$ cat src/rtl/ir_endec_defs.vh
`ifndef IR_ENDEC_DEFS_VH
`define IR_ENDEC_DEFS_VH
// register addresses
`define REG_DIV_HIGH 12'hf46
`define REG_DIV_LOW 12'hf47
`define REG_CONTROL 12'hf43
`define REG_STATUS 12'hf48
// control and status field positions
`define CTL_CODEC_EN 0
`define CTL_READ_COUNT 1
`define STS_RX_BUSY 0
`define STS_DECODED_RX 1
`define STS_TX_ACTIVE 2
// reset values
`define DIV_HIGH_RESET 8'h01
`define DIV_LOW_RESET 8'h01
// baud tick framing: encoder bit start and pulse placement, decoder update and window counts
`define ENC_BIT_START 4'h0
`define ENC_PULSE_START 4'h7
`define ENC_PULSE_END 4'h9
`define DEC_UPDATE_COUNT 4'h8
`define DEC_WINDOW_OPEN 4'hc
`endif

$ cat src/rtl/baud_tick_gen.v
`default_nettype none
module baud_tick_gen #(
  parameter WIDTH = 16
) (
  // clock and reset
  input wire ref_clk_in,
  input wire reset_in,
  // divisor and tick
  input wire [WIDTH-1:0] divisor_in,
  output wire tick_out,
  output wire [WIDTH-1:0] count_out
);
  reg [WIDTH-1:0] count_ff;
  wire reload;
  wire [WIDTH-1:0] one_value;

  assign one_value = {{(WIDTH-1){1'b0}}, 1'b1};
  // a divisor of zero behaves as one
  assign reload = (count_ff <= one_value);
  assign tick_out = reload;
  assign count_out = count_ff;

  always @(posedge ref_clk_in)
  begin
    if (reset_in)
      count_ff <= one_value;
    else if (reload)
      count_ff <= divisor_in;
    else
      count_ff <= count_ff - one_value;
  end
endmodule // baud_tick_gen
`default_nettype wire

$ cat src/rtl/ir_decoder.v
`default_nettype none
`include "ir_endec_defs.vh"
module ir_decoder (
  // clock and reset
  input wire ref_clk_in,
  input wire reset_in,
  // controls
  input wire tick_in,
  input wire ir_rx_in,
  // decoded stream
  output wire rx_data_out,
  output wire busy_out
);
  localparam ST_IDLE = 2'b01;
  localparam ST_TRACK = 2'b10;

  reg [1:0] state_ff;
  reg [3:0] count_ff;
  reg rx_prev_ff;
  reg rx_data_ff;
  reg seen_ff;
  reg window_ff;
  wire fall;

  // incoming pulse is high; its trailing falling edge resyncs the count
  assign fall = rx_prev_ff & ~ir_rx_in;
  assign rx_data_out = rx_data_ff;
  assign busy_out = state_ff[1];

  always @(posedge ref_clk_in)
  begin
    if (reset_in)
    begin
      state_ff <= ST_IDLE;
      count_ff <= 4'h0;
      rx_prev_ff <= 1'b0;
      rx_data_ff <= 1'b1;
      seen_ff <= 1'b0;
      window_ff <= 1'b0;
    end
    else
    begin
      rx_prev_ff <= ir_rx_in;
      case (state_ff)
        ST_IDLE:
        begin
          if (fall)
          begin
            state_ff <= ST_TRACK;
            count_ff <= 4'h0;
            seen_ff <= 1'b1;
            window_ff <= 1'b0;
          end
        end
        ST_TRACK:
        begin
          if (fall && window_ff)
          begin
            count_ff <= 4'h0;
            seen_ff <= 1'b1;
          end
          else if (tick_in)
          begin
            count_ff <= count_ff + 4'h1;
            if (count_ff + 4'h1 == `DEC_UPDATE_COUNT)
            begin
              rx_data_ff <= ~seen_ff;
              if (!seen_ff)
              begin
                state_ff <= ST_IDLE;
                window_ff <= 1'b0;
              end
              else if (window_ff)
                window_ff <= 1'b0;
              seen_ff <= 1'b0;
            end
            if (count_ff + 4'h1 == `DEC_WINDOW_OPEN)
              window_ff <= 1'b1;
          end
        end
        default:
          state_ff <= ST_IDLE;
      endcase
    end
  end
endmodule // ir_decoder
`default_nettype wire

$ cat src/rtl/ir_endec_top.v
// The implementer's own choice: the strobed register port.
`default_nettype none
`include "ir_endec_defs.vh"
module ir_endec_top (
  // clock and reset
  input wire ref_clk_in,
  input wire reset_in,
  // register port
  input wire [11:0] reg_addr_in,
  input wire [7:0] reg_wdata_in,
  input wire reg_write_in,
  input wire reg_read_in,
  output wire [7:0] reg_rdata_out,
  // serial side
  input wire uart_txd_in,
  output wire uart_rxd_out,
  output wire baud_tick_out,
  // pins
  output wire infrared_tx_out,
  input wire infrared_rx_in
);
  reg [7:0] div_high_ff;
  reg [7:0] div_low_ff;
  reg codec_en_ff;
  reg read_count_ff;
  reg [7:0] rdata_ff;
  reg [7:0] nxt_rdata;
  reg [3:0] tx_phase_ff;
  reg tx_bit_ff;
  reg ir_tx_ff;
  reg [1:0] state_ff;
  wire [15:0] baud_divisor_value;
  wire [15:0] live_count;
  wire tick;
  wire dec_rx;
  wire dec_busy;
  wire dec_input;
  wire tx_active;

  localparam ST_IDLE = 2'b01;
  localparam ST_SEND = 2'b10;

  // --------------------------------------------------------------
  // divisor and tick
  // --------------------------------------------------------------
  // concatenate bytes
  assign baud_divisor_value = {div_high_ff, div_low_ff};

  baud_tick_gen #(
    .WIDTH(16)
  ) u_tick (
    .ref_clk_in(ref_clk_in),
    .reset_in(reset_in),
    .divisor_in(baud_divisor_value),
    .tick_out(tick),
    .count_out(live_count)
  );
  assign baud_tick_out = tick;

  // --------------------------------------------------------------
  // encoder
  // --------------------------------------------------------------
  // transmit is active while the encoder is in ST_SEND
  assign tx_active = (state_ff == ST_SEND);

  always @(posedge ref_clk_in)
  begin
    if (reset_in)
    begin
      state_ff <= ST_IDLE;
      tx_phase_ff <= 4'h0;
      tx_bit_ff <= 1'b1;
      ir_tx_ff <= 1'b0;
    end
    else
    begin
      case (state_ff)
        ST_IDLE:
        begin
          ir_tx_ff <= 1'b0;
          // no transmit start while decoder busy
          if (codec_en_ff && tick && !uart_txd_in && !dec_busy)
          begin
            state_ff <= ST_SEND;
            tx_phase_ff <= 4'h1;
            tx_bit_ff <= 1'b0;
          end
        end
        ST_SEND:
        begin
          if (tick)
          begin
            tx_phase_ff <= tx_phase_ff + 4'h1;
            // next bit taken on the tick that opens it, never one tick early
            if (tx_phase_ff == `ENC_BIT_START)
            begin
              tx_bit_ff <= uart_txd_in;
              if (uart_txd_in)
                state_ff <= ST_IDLE;
            end
            // high for three ticks after seven low
            if (!tx_bit_ff && tx_phase_ff >= `ENC_PULSE_START
                && tx_phase_ff <= `ENC_PULSE_END)
              ir_tx_ff <= 1'b1;
            else
              ir_tx_ff <= 1'b0;
          end
          if (!codec_en_ff)
          begin
            state_ff <= ST_IDLE;
            ir_tx_ff <= 1'b0;
          end
        end
        default:
          state_ff <= ST_IDLE;
      endcase
    end
  end

  // --------------------------------------------------------------
  // decoder and path select
  // --------------------------------------------------------------
  // receive gated off while transmitting
  assign dec_input = codec_en_ff & ~tx_active & infrared_rx_in;

  // decoder keeps its own count only
  ir_decoder u_dec (
    .ref_clk_in(ref_clk_in),
    .reset_in(reset_in),
    .tick_in(tick),
    .ir_rx_in(dec_input),
    .rx_data_out(dec_rx),
    .busy_out(dec_busy)
  );

  assign infrared_tx_out = codec_en_ff ? ir_tx_ff : uart_txd_in;
  assign uart_rxd_out = codec_en_ff ? dec_rx : infrared_rx_in;

  // --------------------------------------------------------------
  // register port
  // --------------------------------------------------------------
  always @(posedge ref_clk_in)
  begin
    if (reset_in)
    begin
      div_high_ff <= `DIV_HIGH_RESET;
      div_low_ff <= `DIV_LOW_RESET;
      codec_en_ff <= 1'b0;
      read_count_ff <= 1'b0;
    end
    else if (reg_write_in)
    begin
      if (reg_addr_in == `REG_DIV_HIGH)
        div_high_ff <= reg_wdata_in;
      else if (reg_addr_in == `REG_DIV_LOW)
        div_low_ff <= reg_wdata_in;
      else if (reg_addr_in == `REG_CONTROL)
      begin
        codec_en_ff <= reg_wdata_in[`CTL_CODEC_EN];
        read_count_ff <= reg_wdata_in[`CTL_READ_COUNT];
      end
    end
  end

  always @*
  begin
    nxt_rdata = 8'h00;
    if (reg_addr_in == `REG_DIV_HIGH)
      nxt_rdata = read_count_ff ? live_count[15:8] : div_high_ff;
    else if (reg_addr_in == `REG_DIV_LOW)
      nxt_rdata = read_count_ff ? live_count[7:0] : div_low_ff;
    else if (reg_addr_in == `REG_CONTROL)
    begin
      nxt_rdata[`CTL_CODEC_EN] = codec_en_ff;
      nxt_rdata[`CTL_READ_COUNT] = read_count_ff;
    end
    else if (reg_addr_in == `REG_STATUS)
    begin
      nxt_rdata[`STS_RX_BUSY] = dec_busy;
      nxt_rdata[`STS_DECODED_RX] = dec_rx;
      nxt_rdata[`STS_TX_ACTIVE] = tx_active;
    end
  end

  always @(posedge ref_clk_in)
  begin
    if (reset_in)
      rdata_ff <= 8'h00;
    else if (reg_read_in)
      rdata_ff <= nxt_rdata;
    else
      rdata_ff <= 8'h00;
  end
  assign reg_rdata_out = rdata_ff;
endmodule // ir_endec_top
`default_nettype wire

$ cat config.mk
export PLATFORM = sky130hd
export DESIGN_NAME = ir_endec_top
export DESIGN_NICKNAME = d
export VERILOG_FILES = /design/src/rtl/baud_tick_gen.v /design/src/rtl/ir_decoder.v /design/src/rtl/ir_endec_top.v
export VERILOG_INCLUDE_DIRS = /design/src /design/src/rtl
export SDC_FILE = /design/constraint.sdc
export NUM_CORES = 1
export LEC_CHECK = 0
export ABC_AREA = 1
export ABC_CLOCK_PERIOD_IN_PS = 2100
export BUFFER_PORTS_ARGS = -buffer_cell sky130_fd_sc_hd__buf_2
export CAP_MARGIN = 25
export CORE_MARGIN = 2
export CORE_UTILIZATION = 33
export DETAILED_ROUTE_END_ITERATION = 16
export SYNTH_ARGS = -nofsm -noshare
export SYNTH_HDL_FRONTEND = slang
export SYNTH_HIERARCHICAL = 1
export SYNTH_SLANG_ARGS = --single-unit
export TNS_END_PERCENT = 20
$ cat constraint.sdc
create_clock -name ref_clk_in -period 2.1 [get_ports ref_clk_in]
set_clock_uncertainty 0.15 [all_clocks]
set_input_delay 0.42 -clock ref_clk_in [delete_from_list [all_inputs] [get_ports ref_clk_in]]
set_output_delay 0.42 -clock ref_clk_in [all_outputs]
set_load 0.01 [all_outputs]
==> impl_metrics.csv, run 1 <==
group,metric,value,unit
run_status,status,"complete, no violations",
cells_and_area,final_cell_area,4240,um2
cells_and_area,drive_gt1_frac,0.213,
clocking,cts_root_buffer,"clkbuf_8",
yosys,mappedNetlistNets,587,
grt,grt_usage,0.171,
cells_and_area,area.growth.synth_to_final,17.8,%
cells_and_area,fin_nets,638,
sta,worst_pin_slew,0.512,ns
hold_path,worstHoldPathCells,3,
clocking,cts_buffer_depth,2,
place,gp_congestion,0.948,
grt,grt_pass1_vias,3417,
critical_path,critPathArrivalTime,1.47,ns
clocking,clk_latency,0.34,ns
critical_path,r2r-start,"u_tick/count_out[1]$_SDFF_PP0_",
floorplanning,rows,38,
sta,fin_setup_tns,0,ns
clocking,clock-sinks,60,
clocking,tritoncts,"yes",
sta,final-setup-viol-count,0,
yosys,yosysWarningCount,6,
critical_path,crit_fanout,5,
critical_path,crit_path_end_kind,"output pin",
detailed_routing,dr.pass1.iters,4,
hold_path,hold_start,"reg_wdata_in[3]",
place,place_area,3960,um2
sta,final-max-slew-violation-count,0,
cells_and_area,antenna_cells,0,
yosys,yosys.area.top_type,"dfxtp_1",
place,numPortBuffers,36,
detailed_routing,drt_iter0_markers,190,
yosys,postSynthAreaPerCell,6.48,um2
sta,fin_hold_ws,0.177,ns
yosys,syn_inst,555,
sta,hold_viol_final,0,
cells_and_area,fin_util,0.394,
power_and_ir_drop,vdd_drop_max,0.000773,V
sta,fin_ws,0.0599,ns
flow_run,maxCapViolations,0,
detailed_routing,drc,0,
yosys,synthesis.area,3600,um2
grt,antenna_found_initial,0,
clocking,path_clk_slew,0.06,ns
yosys,ys_top_cells_by_area,"dfxtp_1 (33%), nand2_1 (16%), nor2_1 (10%), inv_1 (5.9%), nand3_1 (4.5%)",
detailed_routing,route.antenna.remaining_nets,0,
yosys,ys_seq_elements,60,
clocking,hold_buffers,0,
yosys,ys.flop_type,"dfxtp_1",
hold_path,hold_class,"input port to register",
yosys,synth_seq_area_share,0.334,
sta,fin_crit_sh,0.971,
floorplanning,die_x,108,um
grt,grt_pass1_wl,15.8,mm
critical_path,rrSetupSlack,0.12,ns
critical_path,cp-start-kind,"register",
clocking,cts_made_buffers,9,
grt,grt_max_degree,26,
sta,slew_headroom,0.658,
critical_path,cp_data_required_time,1.53,ns
critical_path,path_class,"register to output pin",
place,dp_hpwl,7.23,mm
sta,fmax,0.490,GHz
yosys,synth_cell_types,39,
detailed_routing,wl_per_cell,12.4,um
clocking,htree_levels,3,
critical_path,r2r_end,"tx_phase_ff[3]$_SDFFE_PP0P_",
yosys,synth_top_area_share,0.334,
sta,period_minus_slack,2.04,ns
critical_path,rr_worst_depth,14,
floorplanning,die_h,108,um
hold_path,hold_path_end,"div_low_ff[3]$_SDFFE_PP0P_",
floorplanning,start_util,0.335,
power_and_ir_drop,power.density,1150,nW/um2
detailed_routing,dr_total_vias,3542,
floorplanning,num_io_pins,37,
yosys,async_reset_ff_frac,0,
yosys,synth_edf_count,0,
place,pre_cts_slack,0.0659,ns
power_and_ir_drop,leakage,2.05,nW
grt,grt-ovfl-total,0,
sta,rsz0062_at_grt,"false",
detailed_routing,viasPerCell,4.72,
detailed_routing,drt-total-wl,9.29,mm
floorplanning,die_area,11800,um2
floorplanning,core-area,10700,um2
## worst max-delay path by stage
stage | start | end | slack [ns] | depth (start not counted)
after floorplan | u_tick/count_out[0]$_SDFF_PP1_ | tx_phase_ff[3]$_SDFFE_PP0P_ | 0.05 | 14
after global placement | u_tick/count_out[0]$_SDFF_PP1_ | baud_tick_out | 0.12 | 8
after detailed placement | u_tick/count_out[0]$_SDFF_PP1_ | baud_tick_out | 0.07 | 8
after CTS | u_tick/count_out[1]$_SDFF_PP0_ | baud_tick_out | 0.01 | 8
after global routing | u_tick/count_out[1]$_SDFF_PP0_ | tx_phase_ff[3]$_SDFFE_PP0P_ | 0.003 | 14
final | u_tick/count_out[1]$_SDFF_PP0_ | baud_tick_out | 0.06 | 8
## power breakdown
part | total [mW] | switching (mW) | internal [mW]
Sequential | 1.47 | 0.175 | 1.30
Clock | 0.895 | 0.443 | 0.451
Combinational | 2.52 | 1.56 | 0.964
Total | 4.88 | 2.17 | 2.71
## synthesized netlist by cell type, types with 2 or more instances
master    count
clkbuf_1      3
nand3_1      32
nand2_1     157
o21bai_1      2
inv_1        57
nor2_4        4
xnor2_1       3
o211ai_1      2
dfxtp_1      60
nand2_4       3
o21ai_0      26
nor3_1        7
buf_2         4
nor2_8        2
nand3_2       2
nand4_1      11
nand2_2       7
ha_1          6
o21ai_1       2
nor2_1       97
nor2_2       21
inv_2         4
a21oi_1      14
nand3b_1     14
## per-layer routing
metal / up-vias / GRT usage / share of wire
met5: - / 0 / 0
met4: 0 / 0.0760 / 0.029
met3: 20 / 0.0392 / 0.051
met2: 81 / 0.276 / 0.47
met1: 1585 / 0.218 / 0.45
li1: 1856 / - / -
## cells in the final DEF, fill, tap and decap left out, types with 2 or more instances in the layout
master,count
nand2_1,154
nor2_1,93
dfxtp_1,57
inv_1,55
buf_2,35
nand3_1,31
o21ai_0,26
nor2_2,25
a21oi_1,14
nand3b_1,14
buf_4,14
nand4_1,11
nand2_2,10
clkbuf_8,10
nor3_1,7
nor2_4,4
inv_2,4
ha_1,4
clkinv_2,4
nand3_2,3
nand2_4,3
xnor2_1,3
o211ai_1,2
clkinv_4,2
nor2_8,2
o21ai_1,2
inv_4,2
o21bai_1,2
ha_4,2
dfxtp_2,2
## cell type report
type / instances / area [um2]
clock buffer: 11 / 141
clock inverter: 5 / 27.5
fill: 1185 / 6510
inverter: 64 / 255
multi-input combinational: 420 / 2120
sequential: 60 / 1210
tap: 140 / 175
timing repair buffer: 51 / 312
## through the flow
| step | total power [mW] | cells |
|---|---|---|
| finish | 4.88 | 751 |
| global route | 5.28 | 751 |
| CTS | 4.81 | 751 |
| detailed placement | 3.72 | 729 |
| global placement | 3.69 | 729 |
| floorplan | 3.17 | 555 |
## timing repair
item                                    4_1_cts  5_1_grt
gates resized for setup                      10       12
endpoints found under the hold margin         0        0
setup buffers                                 6        0
endpoints found under the setup margin        1        5
pin swaps                                     4        2
## registers in the layout, summed over array words and instances, names as in the netlist
| name | flops |
|---|---|
| u_tick/count_out | 16 |
| div_high_ff | 8 |
| div_low_ff | 8 |
| reg_rdata_out | 8 |
| tx_phase_ff | 4 |
| u_dec/count_ff | 4 |
| state_ff | 2 |
| u_dec/state_ff | 2 |
| codec_en_ff | 1 |
| ir_tx_ff | 1 |
| read_count_ff | 1 |
| tx_bit_ff | 1 |
| u_dec/rx_data_out | 1 |
| u_dec/rx_prev_ff | 1 |
| u_dec/seen_ff | 1 |
| u_dec/window_ff | 1 |
## worst max-delay path, stage by stage, from the launching register on
cell and delay (ns):
dfxtp_2 0.37, inv_4 0.06, ha_4 0.16, nand2_4 0.10, a21oi_4 0.07, nand2_4 0.08
clkinv_4 0.06, buf_12 0.12, buf_6 0.11
## kinds of logic (layout without fill, tap and decap cells)
family	after synthesis	in the layout	synth area share
AO/OA/AOI/OAI	50	50	0.0793
XOR/XNOR	4	4	0.00974
adder cells (fa/ha/maj)	6	6	0.0209
buffers and inverters	75	131	0.0904
flip-flops	60	60	0.334
multiplexers	1	1	0.00278
AND/OR/NAND/NOR	359	359	0.463
Note: power is estimated with default switching activity, not from simulation.
==> run 2: changes to the inputs <==
- ABC_AREA: 1 -> not set
==> impl_metrics.csv, run 2 <==
group,metric,value,unit
yosys,ys_top_cells_by_area,"dfxtp_1 (37%), mux2i_1 (10%), nand2_1 (4.0%), xor2_1 (2.7%), ha_1 (2.3%)",
yosys,yosysWarningCount,6,
sta,final-max-slew-violation-count,0,
detailed_routing,viasPerCell,5.14,
detailed_routing,drc,0,
sta,rsz0062_at_grt,"true",
critical_path,path_class,"register to register",
clocking,cts_made_buffers,9,
floorplanning,die_h,104,um
floorplanning,num_io_pins,37,
sta,fmax,0.470,GHz
yosys,synth_cell_types,69,
yosys,synthesis.area,3280,um2
yosys,mappedNetlistNets,378,
critical_path,crit_slowest_cell,"or4b_4",
clocking,htree_levels,3,
detailed_routing,wl_met3,389,um
critical_path,slowest_delay,0.49,ns
critical_path,cp-start-kind,"register",
critical_path,cpLargestDelayFamily,"simple AND/OR/NAND/NOR gates",
grt,grt_pass1_vias,3032,
sta,fin_ws,-0.0269,ns
floorplanning,die_x,104,um
critical_path,cp_data_required_time,2.19,ns
detailed_routing,drt-total-wl,8.34,mm
hold_path,hold_class,"input port to register",
sta,period_minus_slack,2.13,ns
detailed_routing,drt_iter0_markers,81,
sta,hold_viol_final,0,
power_and_ir_drop,p_seq_frac,0.297,
grt,grt_max_degree,26,
clocking,cts_root_buffer,"clkbuf_8",
grt,grt_usage,0.164,
detailed_routing,dr_wl_met2,3.79,mm
power_and_ir_drop,power.density,1140,nW/um2
floorplanning,start_util,0.337,
power_and_ir_drop,leakage,1.65,nW
yosys,synth_edf_count,0,
power_and_ir_drop,cellInternalPower,2.98,mW
critical_path,critPathArrivalTime,2.21,ns
yosys,yosys.area.top_type,"dfxtp_1",
cells_and_area,area.growth.synth_to_final,27.1,%
cells_and_area,layout_common_cells,"dfxtp_1 (55), buf_4 (43), buf_2 (35)",
cells_and_area,fin_nets,456,
run_status,status,"complete, but fails checks",
power_and_ir_drop,p_switching,1.77,mW
detailed_routing,route.antenna.remaining_nets,0,
power_and_ir_drop,total_power,4.75,mW
clocking,tritoncts,"yes",
cells_and_area,antenna_cells,0,
sta,final-setup-viol-count,2,
floorplanning,core-area,9730,um2
cells_and_area,layout_commonest_cell,"dfxtp_1",
cells_and_area,regArea,1210,um2
cells_and_area,multi_input_area,2010,um2
place,dp_hpwl,6.12,mm
detailed_routing,wl_per_cell,14.9,um
sta,worst_pin_slew,0.444,ns
yosys,async_reset_ff_frac,0,
place,gp_congestion,0.881,
clocking,clk_latency,0.34,ns
cells_and_area,drive_gt1_frac,0.313,
detailed_routing,dr_total_vias,2881,
yosys,yosysMostFrequentCell,"dfxtp_1",
critical_path,crit_buf_inv,1,
detailed_routing,dr.pass1.iters,4,
detailed_routing,met1_length,4.03,mm
clocking,path_clk_slew,0.07,ns
place,numPortBuffers,36,
floorplanning,die_area,10800,um2
power_and_ir_drop,clkPwrFrac,0.213,
yosys,synth_common_cells,"dfxtp_1 (60), nand2_1 (35), mux2i_1 (33)",
yosys,syn_inst,346,
sta,fin_crit_sh,1.01,
power_and_ir_drop,vdd_drop_max,0.000616,V
yosys,synth_seq_area_share,0.366,
detailed_routing,routed.top_layer,"met4",
yosys,postSynthAreaPerCell,9.49,um2
power_and_ir_drop,switching_share,0.372,
place,dp_cells,544,
grt,grt-ovfl-total,0,
clocking,cts_buffer_depth,2,
clocking,clock-sinks,60,
cells_and_area,nFillCells,979,
floorplanning,rows,36,
power_and_ir_drop,comb_power_share,0.490,
flow_run,maxCapViolations,0,
cells_and_area,finalNonFillerCells,561,
run_status,violations,"setup timing",
yosys,synth_top_area_share,0.366,
cells_and_area,largest_register_ffs,16,
critical_path,crit_path_end_kind,"register",
critical_path,crit_fanout,5,
grt,grt_pass1_wl,14.3,mm
yosys,ys.flop_type,"dfxtp_1",
yosys,ys_seq_elements,60,
sta,slew_headroom,0.703,
critical_path,cp_cell_sequence,"inv_2 -> ha_4 -> o21ba_4 -> nand3_4 -> nor2_4 -> or4b_4 -> or2_1 -> a21o_1",
grt,antenna_found_initial,0,
run 2: logic make-up (layout without fill, tap and decap cells):
family          Yosys count  in the layout  synth area share
simple gates            136            136             0.260
compound gates           66             66             0.153
flops                    60             60             0.366
mux                      39             39             0.121
buf+inv                  26            108            0.0419
xor+xnor                 13             13            0.0347
fa+ha+maj                 6              6            0.0229
run 2: final cells by class:
type / count / area share
inverters: 11 / 0.0105
clock buffers: 13 / 0.0357
flip-flops and latches: 60 / 0.290
repair buffers: 82 / 0.134
clock inverters: 2 / 0.00840
well taps: 133 / 0.0399
multi-input cells: 260 / 0.481
run 2: final timing paths:
kind / start / end / slack [ns] / cells after the start
max reg2reg: u_tick/count_out[0]$_SDFF_PP1_ / state_ff[0]$_SDFFE_PP1P_ / -0.03 / 8
max: u_tick/count_out[0]$_SDFF_PP1_ / state_ff[0]$_SDFFE_PP1P_ / -0.03 / 8
min: reg_wdata_in[0] / codec_en_ff$_SDFFE_PP0P_ / 0.20 / 3
min reg2reg: div_high_ff[7]$_SDFFE_PP0P_ / div_high_ff[7]$_SDFFE_PP0P_ / 0.32 / 2
run 2: timing repair:
item | in CTS | in global routing
resized for setup | 11 | 9
buffers inserted | 1 | 1
pin swaps | 2 | 1
setup endpoints to repair | 5 | 10
hold buffers | 0 | 0
hold endpoints to repair | 0 | 0
gates cloned | 0 | 0
run 2: metrics by stage:
stage	setup WS [ns]	setup TNS (ns)	utilization	hold slack (ns)	cell area, um2
2_1_floorplan	-0.234	-1.21	-	0.297	3300
3_3_place_gp	0.000296	0	0.401	0.317	3910
3_5_place_dp	-0.0544	-0.0874	0.401	0.315	3910
4_1_cts	-0.0140	-0.0203	0.425	0.189	4140
5_1_grt	-0.114	-0.537	0.429	0.204	4170
6_report	-0.0269	-0.0304	0.429	0.201	4170
run 2: power groups by stage:
stage / clock network, mW / logic, mW / registers (mW)
after floorplan: 0 / 1.30 / 1.45
after global placement: 0 / 2.11 / 1.40
after detailed placement: 0 / 2.14 / 1.41
after CTS: 1.03 / 2.26 / 1.40
after global routing: 1.07 / 2.52 / 1.43
final: 1.01 / 2.33 / 1.41
run 2: metal layers:
metal,global-route usage,up-vias
met5,0,-
li1,-,1444
met3,0.0447,15
met2,0.258,63
met4,0.0637,0
met1,0.213,1359
run 2: tightest hold or removal path, stage by stage:
cell and delay [ns]:
buf_2 0.11, nand2_1 0.05, mux2i_1 0.06
==> run 3: changes to the inputs <==
==> constraint.sdc (replaced) <==
create_clock -name ref_clk_in -period 2.1 [get_ports ref_clk_in]
set_clock_uncertainty 0.15 [all_clocks]
set_input_delay 0.21 -clock ref_clk_in [delete_from_list [all_inputs] [get_ports ref_clk_in]]
set_output_delay 0.21 -clock ref_clk_in [all_outputs]
set_load 0.01 [all_outputs]
==> impl_metrics.csv, run 3 (synthesis results as in run 2) <==
group,metric,value,unit
grt,grt_pass1_wl,14.0,mm
critical_path,crit_path_end_kind,"register",
detailed_routing,dr.pass1.iters,4,
critical_path,cpLargestDelayFamily,"simple AND/OR/NAND/NOR gates",
clocking,clock-sinks,60,
clocking,path_clk_slew,0.07,ns
detailed_routing,drt-total-wl,8.21,mm
grt,grt_pass1_vias,2895,
critical_path,crit_slowest_cell,"or4b_4",
detailed_routing,wl_per_cell,14.7,um
floorplanning,die_h,104,um
cells_and_area,area.growth.synth_to_final,26.5,%
grt,antenna_found_initial,0,
sta,worst_pin_slew,0.658,ns
flow_run,maxCapViolations,0,
sta,rsz0062_at_grt,"true",
sta,fmax,0.481,GHz
critical_path,crit_buf_inv,0,
cells_and_area,finalNonFillerCells,560,
cells_and_area,largest_register_ffs,16,
detailed_routing,drc,0,
cells_and_area,multi_input_area,2010,um2
critical_path,cp_data_required_time,2.19,ns
power_and_ir_drop,power.density,1110,nW/um2
grt,grtUsageMet2,0.255,
sta,final-max-slew-violation-count,0,
cells_and_area,fin_util,0.427,
sta,fin_crit_sh,0.990,
cells_and_area,regArea,1210,um2
critical_path,cp-start-kind,"register",
place,place_area,3850,um2
clocking,cts_made_buffers,9,
hold_path,hold_start,"reg_wdata_in[7]",
critical_path,rrSetupSlack,0.02,ns
place,numPortBuffers,36,
floorplanning,num_io_pins,37,
critical_path,r2r_end,"state_ff[0]$_SDFFE_PP1P_",
grt,grt_usage,0.161,
critical_path,slowest_delay,0.49,ns
sta,fin_ws,0.0200,ns
sta,period_minus_slack,2.08,ns
sta,hold_viol_final,0,
cells_and_area,antenna_cells,0,
power_and_ir_drop,vdd_drop_max,0.000616,V
power_and_ir_drop,total_power,4.63,mW
run_status,status,"complete, no violations",
detailed_routing,dr_total_vias,2867,
grt,grtUsageMet3,0.0409,
cells_and_area,layout_commonest_cell,"dfxtp_1",
floorplanning,start_util,0.337,
cells_and_area,fin_nets,455,
cells_and_area,nFillCells,974,
grt,grt-ovfl-total,0,
clocking,clk_latency,0.35,ns
cells_and_area,drive_gt1_frac,0.314,
clocking,tritoncts,"yes",
clocking,cts_buffer_depth,2,
floorplanning,die_x,104,um
critical_path,cp_cell_sequence,"nor4_4 -> nand2_2 -> nor2_4 -> or4b_4 -> or2_1 -> a21o_1",
critical_path,critPathArrivalTime,2.17,ns
detailed_routing,viasPerCell,5.12,
clocking,cts_root_buffer,"clkbuf_8",
place,dp_cells,539,
floorplanning,die_area,10800,um2
place,dp_hpwl,6.11,mm
grt,grt_max_degree,26,
critical_path,crit_fanout,3,
floorplanning,rows,36,
place,pre_cts_slack,-0.0483,ns
grt,busiest_layer,"met2",
clocking,htree_levels,3,
sta,slew_headroom,0.555,
power_and_ir_drop,leakage,1.64,nW
hold_path,hold_class,"input port to register",
floorplanning,core-area,9730,um2
cells_and_area,final_cell_area,4150,um2
hold_path,hold_path_end,"div_high_ff[7]$_SDFFE_PP0P_",
critical_path,r2r-start,"u_tick/count_out[8]$_SDFF_PP0_",
detailed_routing,route.antenna.remaining_nets,0,
hold_path,worstHoldPathCells,3,
place,gp_congestion,0.864,
grt,grt_use_met1,0.215,
cells_and_area,layout_common_cells,"dfxtp_1 (55), buf_4 (39), buf_2 (36)",
critical_path,rr_worst_depth,6,
critical_path,path_class,"register to register",
detailed_routing,drt_iter0_markers,119,
sta,final-setup-viol-count,0,
-- run 3: cell count changes in the layout (fill, tap and decap cells not counted), sizes merged --
cell	before	now
buf	82	76
dlygate4sd3	0	5
bufinv	1	0
clkbuf	13	14
-- run 3: how the worst max path moves through the flow --
stage | from | endpoint | slack [ns] | depth (start not counted)
finish | u_tick/count_out[8]$_SDFF_PP0_ | state_ff[0]$_SDFFE_PP1P_ | 0.02 | 6
global route | u_tick/count_out[3]$_SDFF_PP0_ | state_ff[0]$_SDFFE_PP1P_ | -0.07 | 6
CTS | u_tick/count_out[0]$_SDFF_PP1_ | ir_tx_ff$_SDFFE_PP0P_ | -0.008 | 10
detailed placement | u_tick/count_out[0]$_SDFF_PP1_ | u_dec/count_ff[2]$_SDFFE_PP0P_ | -0.05 | 10
global placement | u_tick/count_out[0]$_SDFF_PP1_ | u_dec/count_ff[2]$_SDFFE_PP0P_ | -0.004 | 10
floorplan | u_tick/count_out[5]$_SDFF_PP0_ | state_ff[0]$_SDFFE_PP1P_ | -0.23 | 7
-- run 3: final cells by class --
class	instances	share of cell area
Timing Repair Buffer	81	0.131
Inverter	11	0.00994
Tap cell	133	0.0401
Clock buffer	14	0.0440
Multi-Input combinational cell	260	0.483
Sequential cell	60	0.291
Clock inverter	1	0.00121
-- run 3: repair_timing --
item	4_1_cts	5_1_grt
gates resized for setup	2	16
setup endpoints to repair	5	12
pin swaps	1	10
hold buffers	5	0
buffers inserted	0	1
endpoints found under the hold margin	6	0
-- run 3: worst min-delay path: stages --
cell and delay, ns:
buf_2 0.10, nand2_1 0.07, mux2i_1 0.07
-- run 3: layer usage --
metal,share of wire,up-vias
met1,0.48,1370
li1,-,1431
met5,0,-
met3,0.046,10
met4,0.014,0
met2,0.46,56
-- run 3: stage by stage --
stage          setup TNS, ns  hold slack, ns
2_1_floorplan          -1.21           0.199
5_1_grt               -0.210          0.0186
3_5_place_dp          -0.118           0.326
4_1_cts              -0.0121       0.0000658
3_3_place_gp        -0.00408           0.321
6_report                   0         0.00420
-- run 3: where the power goes --
| group | switching (mW) | leakage (nW) | total, mW | internal (mW) |
|---|---|---|---|---|
| combinational | 1.16 | 1.05 | 2.24 | 1.08 |
| clock | 0.441 | 0.0986 | 0.991 | 0.549 |
| sequential | 0.119 | 0.487 | 1.40 | 1.28 |
| total | 1.72 | 1.64 | 4.63 | 2.91 |
